===== src/otwc_regs.vh =====
// Register offsets, field layout, reset values and timing counts of the warning comparator
`ifndef OTWC_REGS_VH
`define OTWC_REGS_VH

// =====================================================================
// Register map
`define OTWC_ADDR_W            16
`define OTWC_WARN_THR_ADDR     16'hfe1a
`define OTWC_WARN_THR_W        8
`define OTWC_WARN_THR_RESET    8'h03

// =====================================================================
// Threshold field and legal code window
`define OTWC_CMP_W             9
`define OTWC_THR_CODE_MIN      8'h03
`define OTWC_THR_CODE_MAX      8'hfa
`define OTWC_THR_STEPS         256
`define OTWC_THR_FULL_UV       800000
`define OTWC_THR_STEP_UV       3125

// =====================================================================
// Debounce timing
`define OTWC_DEBOUNCE_MS       100
`define OTWC_CLK_HZ            50000000
`define OTWC_DEBOUNCE_CYCLES   (`OTWC_DEBOUNCE_MS * (`OTWC_CLK_HZ / 1000))

`endif


===== src/otwc_top.v =====
// Overtemperature warning comparator: threshold register, compare and debounced flag
`timescale 1ns/1ps
`include "otwc_regs.vh"

// Function
// - Warning needs 100 ms continuous below-threshold
// - Threshold is code with zero MSB
// - Compare only nine MSBs of reading
// - Warn when reading strictly below threshold
// - Code maps linearly, 3.125 mV per step
module otwc_top #(
    parameter integer ADC_W           = 12,
    parameter integer DEBOUNCE_CYCLES = `OTWC_DEBOUNCE_CYCLES,
    parameter integer CNT_W           = 23,
    parameter [7:0]   THR_RESET       = `OTWC_WARN_THR_RESET
) (
    input  wire                       sys_clk_i,
    input  wire                       sys_rst_i,
    // Register port
    input  wire                       reg_wr_i,
    input  wire                       reg_rd_i,
    input  wire [`OTWC_ADDR_W-1:0]    reg_addr_i,
    input  wire [`OTWC_WARN_THR_W-1:0] reg_wdata_i,
    output reg  [`OTWC_WARN_THR_W-1:0] reg_rdata_o,
    output reg                        reg_rd_hit_o,
    // Temperature-sense ADC result
    input  wire                       adc_valid_i,
    input  wire [ADC_W-1:0]           adc_data_i,
    // Status
    output wire                       overtemperature_warning_o,
    output wire                       below_threshold_o,
    output wire                       thr_code_illegal_o,
    output wire [`OTWC_CMP_W-1:0]     reading_msbs_o
);

    // =====================================================================
    // Helper functions

    // Zero-extended threshold compared against truncated reading
    function cmp_below;
        input [`OTWC_CMP_W-1:0]      reading;
        input [`OTWC_WARN_THR_W-1:0] code;
        begin
            cmp_below = (reading < {1'b0, code});
        end
    endfunction

    // Codes outside the supported window are out of spec for software
    function code_illegal;
        input [`OTWC_WARN_THR_W-1:0] code;
        begin
            code_illegal = (code < `OTWC_THR_CODE_MIN) || (code > `OTWC_THR_CODE_MAX);
        end
    endfunction

    // =====================================================================
    // State encoding
    localparam [2:0] ST_IDLE    = 3'b001;
    localparam [2:0] ST_QUALIFY = 3'b010;
    localparam [2:0] ST_WARN    = 3'b100;

    // =====================================================================
    // Storage
    reg  [`OTWC_WARN_THR_W-1:0] thr_reg;
    reg  [`OTWC_WARN_THR_W-1:0] thr_next;
    reg  [`OTWC_CMP_W-1:0]      reading_reg;
    reg  [`OTWC_CMP_W-1:0]      reading_next;
    reg                         reading_seen_reg;
    reg  [2:0]                  state_reg;
    reg  [2:0]                  state_next;
    reg                         warn_reg;
    reg                         below_reg;
    reg                         illegal_reg;

    wire                        addr_hit;
    wire                        below_now;
    wire                        qualified;

    // =====================================================================
    // Register port decode
    assign addr_hit = (reg_addr_i == `OTWC_WARN_THR_ADDR);

    // linear code, no remap
    // The code is stored and used as written; its weight in millivolts
    // is fixed by the ADC scaling, so no conversion lives here.
    always @* begin
        thr_next = thr_reg;
        if (reg_wr_i) begin
            if (addr_hit) begin
                thr_next = reg_wdata_i;
            end
        end
    end

    // Threshold register; writes to other addresses are ignored
    always @(posedge sys_clk_i) begin
        if (sys_rst_i) begin
            thr_reg <= THR_RESET;
        end else begin
            thr_reg <= thr_next;
        end
    end

    // Read data one cycle after the strobe; unmapped reads give zero, hit low
    always @(posedge sys_clk_i) begin
        if (sys_rst_i) begin
            reg_rdata_o  <= {`OTWC_WARN_THR_W{1'b0}};
            reg_rd_hit_o <= 1'b0;
        end else if (reg_rd_i) begin
            if (addr_hit) begin
                reg_rdata_o  <= thr_reg;
                reg_rd_hit_o <= 1'b1;
            end else begin
                reg_rdata_o  <= {`OTWC_WARN_THR_W{1'b0}};
                reg_rd_hit_o <= 1'b0;
            end
        end else begin
            reg_rd_hit_o <= 1'b0;
        end
    end

    // =====================================================================
    // Reading capture

    // keep nine MSBs
    // Lower bits carry noise finer than a threshold step, so drop them
    always @* begin
        reading_next = reading_reg;
        if (adc_valid_i) begin
            reading_next = adc_data_i[ADC_W-1 -: `OTWC_CMP_W];
        end
    end

    // Hold last reading; compare stays off until a first sample arrives
    always @(posedge sys_clk_i) begin
        if (sys_rst_i) begin
            reading_reg      <= {`OTWC_CMP_W{1'b0}};
            reading_seen_reg <= 1'b0;
        end else begin
            reading_reg <= reading_next;
            if (adc_valid_i) begin
                reading_seen_reg <= 1'b1;
            end
        end
    end

    assign below_now = reading_seen_reg && cmp_below(reading_reg, thr_reg);

    // =====================================================================
    // Debounce counter
    otwc_debounce #(
        .CYCLES (DEBOUNCE_CYCLES),
        .CNT_W  (CNT_W)
    ) u_debounce (
        .sys_clk_i   (sys_clk_i),
        .sys_rst_i   (sys_rst_i),
        .cond_i      (below_now),
        .qualified_o (qualified),
        .count_o     ()
    );

    // =====================================================================
    // Warning state machine
    always @* begin
        state_next = state_reg;
        case (state_reg)
            ST_IDLE: begin
                if (below_now) begin
                    state_next = ST_QUALIFY;
                end
            end
            ST_QUALIFY: begin
                if (!below_now) begin
                    state_next = ST_IDLE;
                end else if (qualified) begin
                    state_next = ST_WARN;
                end
            end
            ST_WARN: begin
                // Flag drops as soon as the reading recovers
                if (!below_now) begin
                    state_next = ST_IDLE;
                end
            end
            default: begin
                state_next = ST_IDLE;
            end
        endcase
    end

    // State and registered status outputs
    always @(posedge sys_clk_i) begin
        if (sys_rst_i) begin
            state_reg   <= ST_IDLE;
            warn_reg    <= 1'b0;
            below_reg   <= 1'b0;
            illegal_reg <= 1'b0;
        end else begin
            state_reg   <= state_next;
            warn_reg    <= (state_next == ST_WARN);
            below_reg   <= below_now;
            illegal_reg <= code_illegal(thr_next);
        end
    end

    // =====================================================================
    // Outputs
    assign overtemperature_warning_o = warn_reg;
    assign below_threshold_o         = below_reg;
    assign thr_code_illegal_o        = illegal_reg;
    assign reading_msbs_o            = reading_reg;

endmodule


===== src/otwc_debounce.v =====
// Persistence counter that qualifies a condition held for a set number of cycles
`timescale 1ns/1ps

module otwc_debounce #(
    parameter integer CYCLES = 5000000,
    parameter integer CNT_W  = 23
) (
    input  wire             sys_clk_i,
    input  wire             sys_rst_i,
    input  wire             cond_i,
    output wire             qualified_o,
    output wire [CNT_W-1:0] count_o
);

    // Last count value, cut on purpose to the counter width
    localparam integer     LAST_INT = CYCLES - 1;
    localparam [CNT_W-1:0] LAST     = LAST_INT[CNT_W-1:0];

    reg  [CNT_W-1:0] count_reg;
    reg  [CNT_W-1:0] count_next;

    // Condition has held for the full interval on this cycle
    assign qualified_o = cond_i && (count_reg == LAST);
    assign count_o     = count_reg;

    // restart on drop
    // Saturate at the last value so a long hold never wraps into a false restart
    always @* begin
        count_next = count_reg;
        if (!cond_i) begin
            count_next = {CNT_W{1'b0}};
        end else if (count_reg != LAST) begin
            count_next = count_reg + {{(CNT_W-1){1'b0}}, 1'b1};
        end
    end

    always @(posedge sys_clk_i) begin
        if (sys_rst_i) begin
            count_reg <= {CNT_W{1'b0}};
        end else begin
            count_reg <= count_next;
        end
    end

endmodule


===== config.mk =====
export PLATFORM = sky130hd
export DESIGN_NAME = otwc_top
export DESIGN_NICKNAME = d
export VERILOG_FILES = /design/src/otwc_top.v /design/src/otwc_debounce.v
export VERILOG_INCLUDE_DIRS = /design/src /design/src/src
export SDC_FILE = /design/constraint.sdc
export NUM_CORES = 1
export LEC_CHECK = 0
export BUFFER_PORTS_ARGS = -buffer_cell sky130_fd_sc_hd__buf_2
export CAP_MARGIN = 30
export CORE_MARGIN = 2
export CORE_UTILIZATION = 45
export DETAILED_ROUTE_END_ITERATION = 10
export GPL_TIMING_DRIVEN = 0
export PLACE_DENSITY_LB_ADDON = 0.3
export SYNTH_ARGS = -nofsm -noshare
export SYNTH_HDL_FRONTEND = slang
export SYNTH_SLANG_ARGS = --single-unit

===== constraint.sdc =====
create_clock -name sys_clk_i -period 2.46 [get_ports sys_clk_i]
set_input_delay 0.246 -clock sys_clk_i [delete_from_list [all_inputs] [get_ports sys_clk_i]]
set_output_delay 0.246 -clock sys_clk_i [all_outputs]
set_load 0.02 [all_outputs]

# ---- Word-level counts from Yosys, hierarchy flattened
# Index checks and enable logic that the tools add are counted.
dict set report op_classes {
  n_addsub 1
  n_lt_le_gt_ge 3
  n_eq_ne 7
  muxes 9
  bitwise_logic 2
  reduce_logical 5
}
# operator count
set op_table {}
lappend op_table {{2-to-1 mux 8 bit} 3}
lappend op_table {{adder 23 x 1 -> 23 bit, second input constant} 1}
lappend op_table {{== test 23 bit, second input constant} 1}
lappend op_table {{inequality test 23 bit, second input constant} 1}
lappend op_table {{== test 16 bit, second input constant} 1}
lappend op_table {{2-to-1 mux 3 bit} 4}
lappend op_table {{less-than comparator 9 x 8 -> 1 bit} 1}
lappend op_table {{case mux 3 bit (3 select lines)} 1}
lappend op_table {{greater-than comparator 8 bit, second input constant} 1}
lappend op_table {{less-than comparator 8 x 2 -> 1 bit, second input constant} 1}
lappend op_table {{== test 3 bit, second input constant} 2}
lappend op_table {{OR reduction 2 bit} 2}
lappend op_table {{== test 3 x 1 -> 1 bit, second input constant} 1}
lappend op_table {{== test 3 x 2 -> 1 bit, second input constant} 1}
lappend op_table {{logical AND 1 bit} 2}
lappend op_table {{NOT 1 bit} 2}
lappend op_table {{logical OR 1 bit} 1}
lappend op_table {{2-to-1 mux 1 bit} 1}
dict set report totals {
  regBits 56
  input_bits 41
  output_inout_bits 21
  elab_cells 37
}

# ---- Logic depth before layout (Yosys ltp)
dict set report logic_depth {
  depth_word 7
  depth_mapped 7
  mapped_depth_nobuf 6
}

# ---- Hierarchy
# From an unflattened synthesis, not the netlist that was laid out.
dict set report hier_totals {
  cells_unflattened 299
  hier_area_um2 2712.6
}
# module n_inst cells_per_inst area_each_um2 seq_area_each_um2
set modules_own_cells {}
lappend modules_own_cells {otwc_top 1 150 1443.9 660.6}
lappend modules_own_cells {otwc_debounce 1 149 1268.7 460.4}

# ---- Worst setup path before layout
# OpenSTA, ideal clock, no wires.
dict set report synth_timing {
  kind {register -> register}
  startpoint {register reading_reg[7] (netlist: reading_msbs_o[7])}
  endpoint {register state_reg[0]}
  setup_time_ns 0.123
  arrival_ns 1.926
  t_required_ns 2.337
  path_slack_ns 0.411
  stages_incl_launch_ff 6
  path_buffers 0
  synth_period_minus_slack_ns 2.049
  cell_sequence {dfxtp_1 ha_1 or4b_2 a221oi_1 o21ai_1 or2_2}
}
dict set report synth_between {
  elab_chain_cells 6
  word_cells_on_any_way 8
  cone_classes {order compare (1); mux (5); reduce/logical (2)}
}
# element line
set synth_lines {}
lappend synth_lines {{start: declaration} otwc_top.v:66} ;# reg [`OTWC_CMP_W-1:0] reading_reg;
lappend synth_lines {{start signal: assignment} otwc_top.v:137} ;# reading_reg <= {`OTWC_CMP_W{1'b0}};
lappend synth_lines {{start signal: assignment} otwc_top.v:140} ;# reading_reg <= reading_next;
lappend synth_lines {{less-than comparator 9 x 8 -> 1 bit *} otwc_top.v:44} ;# cmp_below = (reading < {1'b0, code});
lappend synth_lines {{logical AND 1 bit *} otwc_top.v:147} ;# assign below_now = reading_seen_reg && cmp_below(reading_reg, thr_reg);
lappend synth_lines {{logical AND 1 bit} otwc_debounce.v:23} ;# assign qualified_o = cond_i && (count_reg == LAST);
lappend synth_lines {{2-to-1 mux 3 bit} otwc_top.v:175} ;# end else if (qualified) begin
lappend synth_lines {{2-to-1 mux 3 bit} otwc_top.v:173} ;# if (!below_now) begin
lappend synth_lines {{case mux 3 bit (3 select lines) *} otwc_top.v:166} ;# case (state_reg)
lappend synth_lines {{end signal: assignment} otwc_top.v:199} ;# state_reg <= state_next;
lappend synth_lines {{end: declaration} otwc_top.v:69} ;# reg [2:0] state_reg;
# Every way passes the cells marked *; elsewhere a longest branch is shown, timed or not.
# A chain may end at the register's enable or synchronous reset.

# ---- Worst setup path in the final report
dict set report layout_timing {
  startpoint {register thr_reg[7]}
  endpoint {register u_debounce.count_reg[19] (netlist: u_debounce.count_o[19])}
}
dict set report layout_between {
  elab_chain_cells 4
}
# element line
set layout_lines {}
lappend layout_lines {{start: declaration} otwc_top.v:64} ;# reg [`OTWC_WARN_THR_W-1:0] thr_reg;
lappend layout_lines {{start signal: assignment} otwc_top.v:100} ;# thr_reg <= thr_next;
lappend layout_lines {{less-than comparator 9 x 8 -> 1 bit} otwc_top.v:44}
lappend layout_lines {{logical AND 1 bit} otwc_top.v:147}
lappend layout_lines {{NOT 1 bit (no source line)} -}
lappend layout_lines {{OR reduction 2 bit (no source line)} -}
lappend layout_lines {{end signal: assignment} otwc_debounce.v:39} ;# count_reg <= {CNT_W{1'b0}};
lappend layout_lines {{end signal: assignment} otwc_debounce.v:41} ;# count_reg <= count_next;
lappend layout_lines {{end: declaration} otwc_debounce.v:19} ;# reg [CNT_W-1:0] count_reg;
# No other way between the ends.

==> results.toml <==
[clock_tree]
hold_buffers = 0
clockRootBuffer = "clkbuf_8"
cts.clk_slew.worst_paths_ns = 0.11
cts_made_buffers = 5
cts_tree = "done"
cts_sinks = 56
cts_setup_buffers = 0
clockBufferDepth = 2
worstSkewPairLatency_ns = 0.31
h-tree-depth = 2

[place]
dpl-instance-area_sq_mm = 0.00285
portBuffers = 56
dp_slack_ns = 0.136
hpwlAfterDp_um = 3840
gp_congestion = 0.792

[global_route]
grt_max_degree = 20
overflow = 0
met3_usage = 0.0299
grt_pass1_wl_um = 8750
grt_antenna_before_repair = 0
use_met1 = 0.221
grtUsageMet2 = 0.304
grtUsageTotal = 0.175
grt-busiest-layer = "met2"
grt_pass1_vias = 1997

[pwr]
total_power_mw = 1.58
powerDensity_mw_per_mm2 = 535
ir_drop_mv = 0.221
leakage_nw = 1.19

[setup_path]
cp-end-kind = "flop"
crit_type = "reg2reg"
r2r_slack_ns = 0.18
cp_max_fo = 10
required_ns = 2.70
worstPathArrival_ns = 2.53
cp-start-kind = "flop"

[route]
ant_nets = 0
dr.pass1.iters = 4
routed_wl_um = 5080
drc = 0
wire_per_inst_um = 12.6
drt_iter0_markers = 78
routed_via_density = 5.19
num_vias = 2092

[final_layout]
drive_gt1_frac = 0.236
final_common_cell = "buf_2"
layout_common_cells = "buf_2, dfxtp_1, nor2_1"
largest_reg_flops = 23
finish.instance_area_sq_mm = 0.00295
syn2layout_area_growth_pct = 19.0
layout.nets = 379
antenna_cells = 0

[floorplan]
die_area_sq_mm = 0.00611
core_area_sq_mm = 0.00541
fp-row-count = 27
ios = 62
initial_core_util = 0.458
die_x_um = 78.2
die_y_um = 78.2

[sta]
fin_crit_sh = 0.929
tns_ns = 0
max-slew-margin-rel = 0.506
fin_crit_ns = 2.28
fmax_mhz = 438
rsz0062_at_grt = "false"
tightest_slew_ns = 0.734
layout_setup_ws_ns = 0.176
skew_ns = 0.00802
hold_viol_final = 0
drv_slew = 0
finalSetupViolations = 0

[run]
maxCapViolations = 0

[yosys]
synthArstFlopShare = 0
netlist_area_sq_mm = 0.00248
yosys_warnings = 0
synth_cell_types = 43
synth_area_per_cell_sq_um = 9.28
synth_edf_count = 0
synth_fp_nets = 316
synth_seq_cells = 56
syn_inst = 267
ys_seq_area_frac = 0.453
synth_ff_type = "dfxtp_1"

[min_path]
min_path_type = "in2reg"

[status]
status = "complete, no violations"
==> final cells by class <==
type,count,area [sq um]
clock buffers,5,68.8
multi-input cells,192,1290
inverters,11,41.3
clock inverters,3,26.3
fillers,520,2460
plain buffers,8,32.5
well taps,72,90.1
flip-flops and latches,56,1120
repair buffers,56,280
==> power by group <==
group	switching [mW]	internal, mW	total [mW]
clock	0.316	0.210	0.527
combinational	0.0640	0.0552	0.119
sequential	0.0116	0.920	0.931
==> repair_timing <==
action / CTS / global route
hold endpoints to repair: 0 / 0
endpoints found under the setup margin: 0 / 21
gates resized for setup: 0 / 4
==> logic make-up (layout without fill, tap and decap cells) <==
family / after synthesis / in the layout / share of synthesized area
fa+ha+maj: 8 / 8 / 0.0404
mux: 10 / 10 / 0.0404
simple gates: 118 / 118 / 0.266
flops: 56 / 56 / 0.453
xor+xnor: 18 / 18 / 0.0636
buf+inv: 19 / 83 / 0.0293
compound gates: 38 / 38 / 0.108
==> synthesized netlist by cell type (3+ instances only) <==
master / number / area share
nand3_1: 19 / 0.038
ha_1: 8 / 0.040
clkbuf_1: 7 / 0.011
o21ai_0: 3 / 0.0061
a21oi_1: 10 / 0.020
xnor2_1: 10 / 0.035
nand2b_1: 4 / 0.010
nor4_1: 4 / 0.010
mux2i_1: 10 / 0.040
nand4_1: 5 / 0.013
nor2_1: 37 / 0.056
inv_1: 11 / 0.017
dfxtp_1: 56 / 0.45
nand3b_1: 3 / 0.0091
nand2_1: 15 / 0.023
and3_1: 5 / 0.013
a211oi_1: 6 / 0.018
a22o_1: 8 / 0.028
xor2_1: 8 / 0.028
nor3_1: 8 / 0.016
a311oi_1: 3 / 0.011
==> final timing paths <==
| path | startpoint | end | cells past startpoint |
|---|---|---|---|
| min reg2reg | reading_seen_reg | reading_seen_reg | 2 |
| min | adc_data_i[8] | reading_msbs_o[5] | 3 |
| max reg2reg | thr_reg[7] | u_debounce.count_o[19] | 7 |
| max | thr_reg[7] | u_debounce.count_o[19] | 7 |
==> critical path, cell delays in order, from the launching register on <==
cell,delay (ns)
dfxtp_1,0.42
inv_1,0.06
ha_1,0.16
or4b_2,0.62
a221oi_1,0.30
o21ai_2,0.22
buf_1,0.26
nor2_1,0.17
==> metrics by stage <==
step,utilization,hold WS [ns],std cells
3_5_place_dp,0.527,0.450,395
3_3_place_gp,0.527,0.440,395
6_report,0.545,0.167,403
4_1_cts,0.544,0.161,403
5_1_grt,0.545,0.178,403
2_1_floorplan,-,0.394,267
==> metal layers <==
layer,vias up,part of all wire
li1,1078,-
met1,963,0.45
met2,45,0.50
met3,6,0.039
met4,0,0.011
met5,-,0
Note: power is estimated with default switching activity, not from simulation.
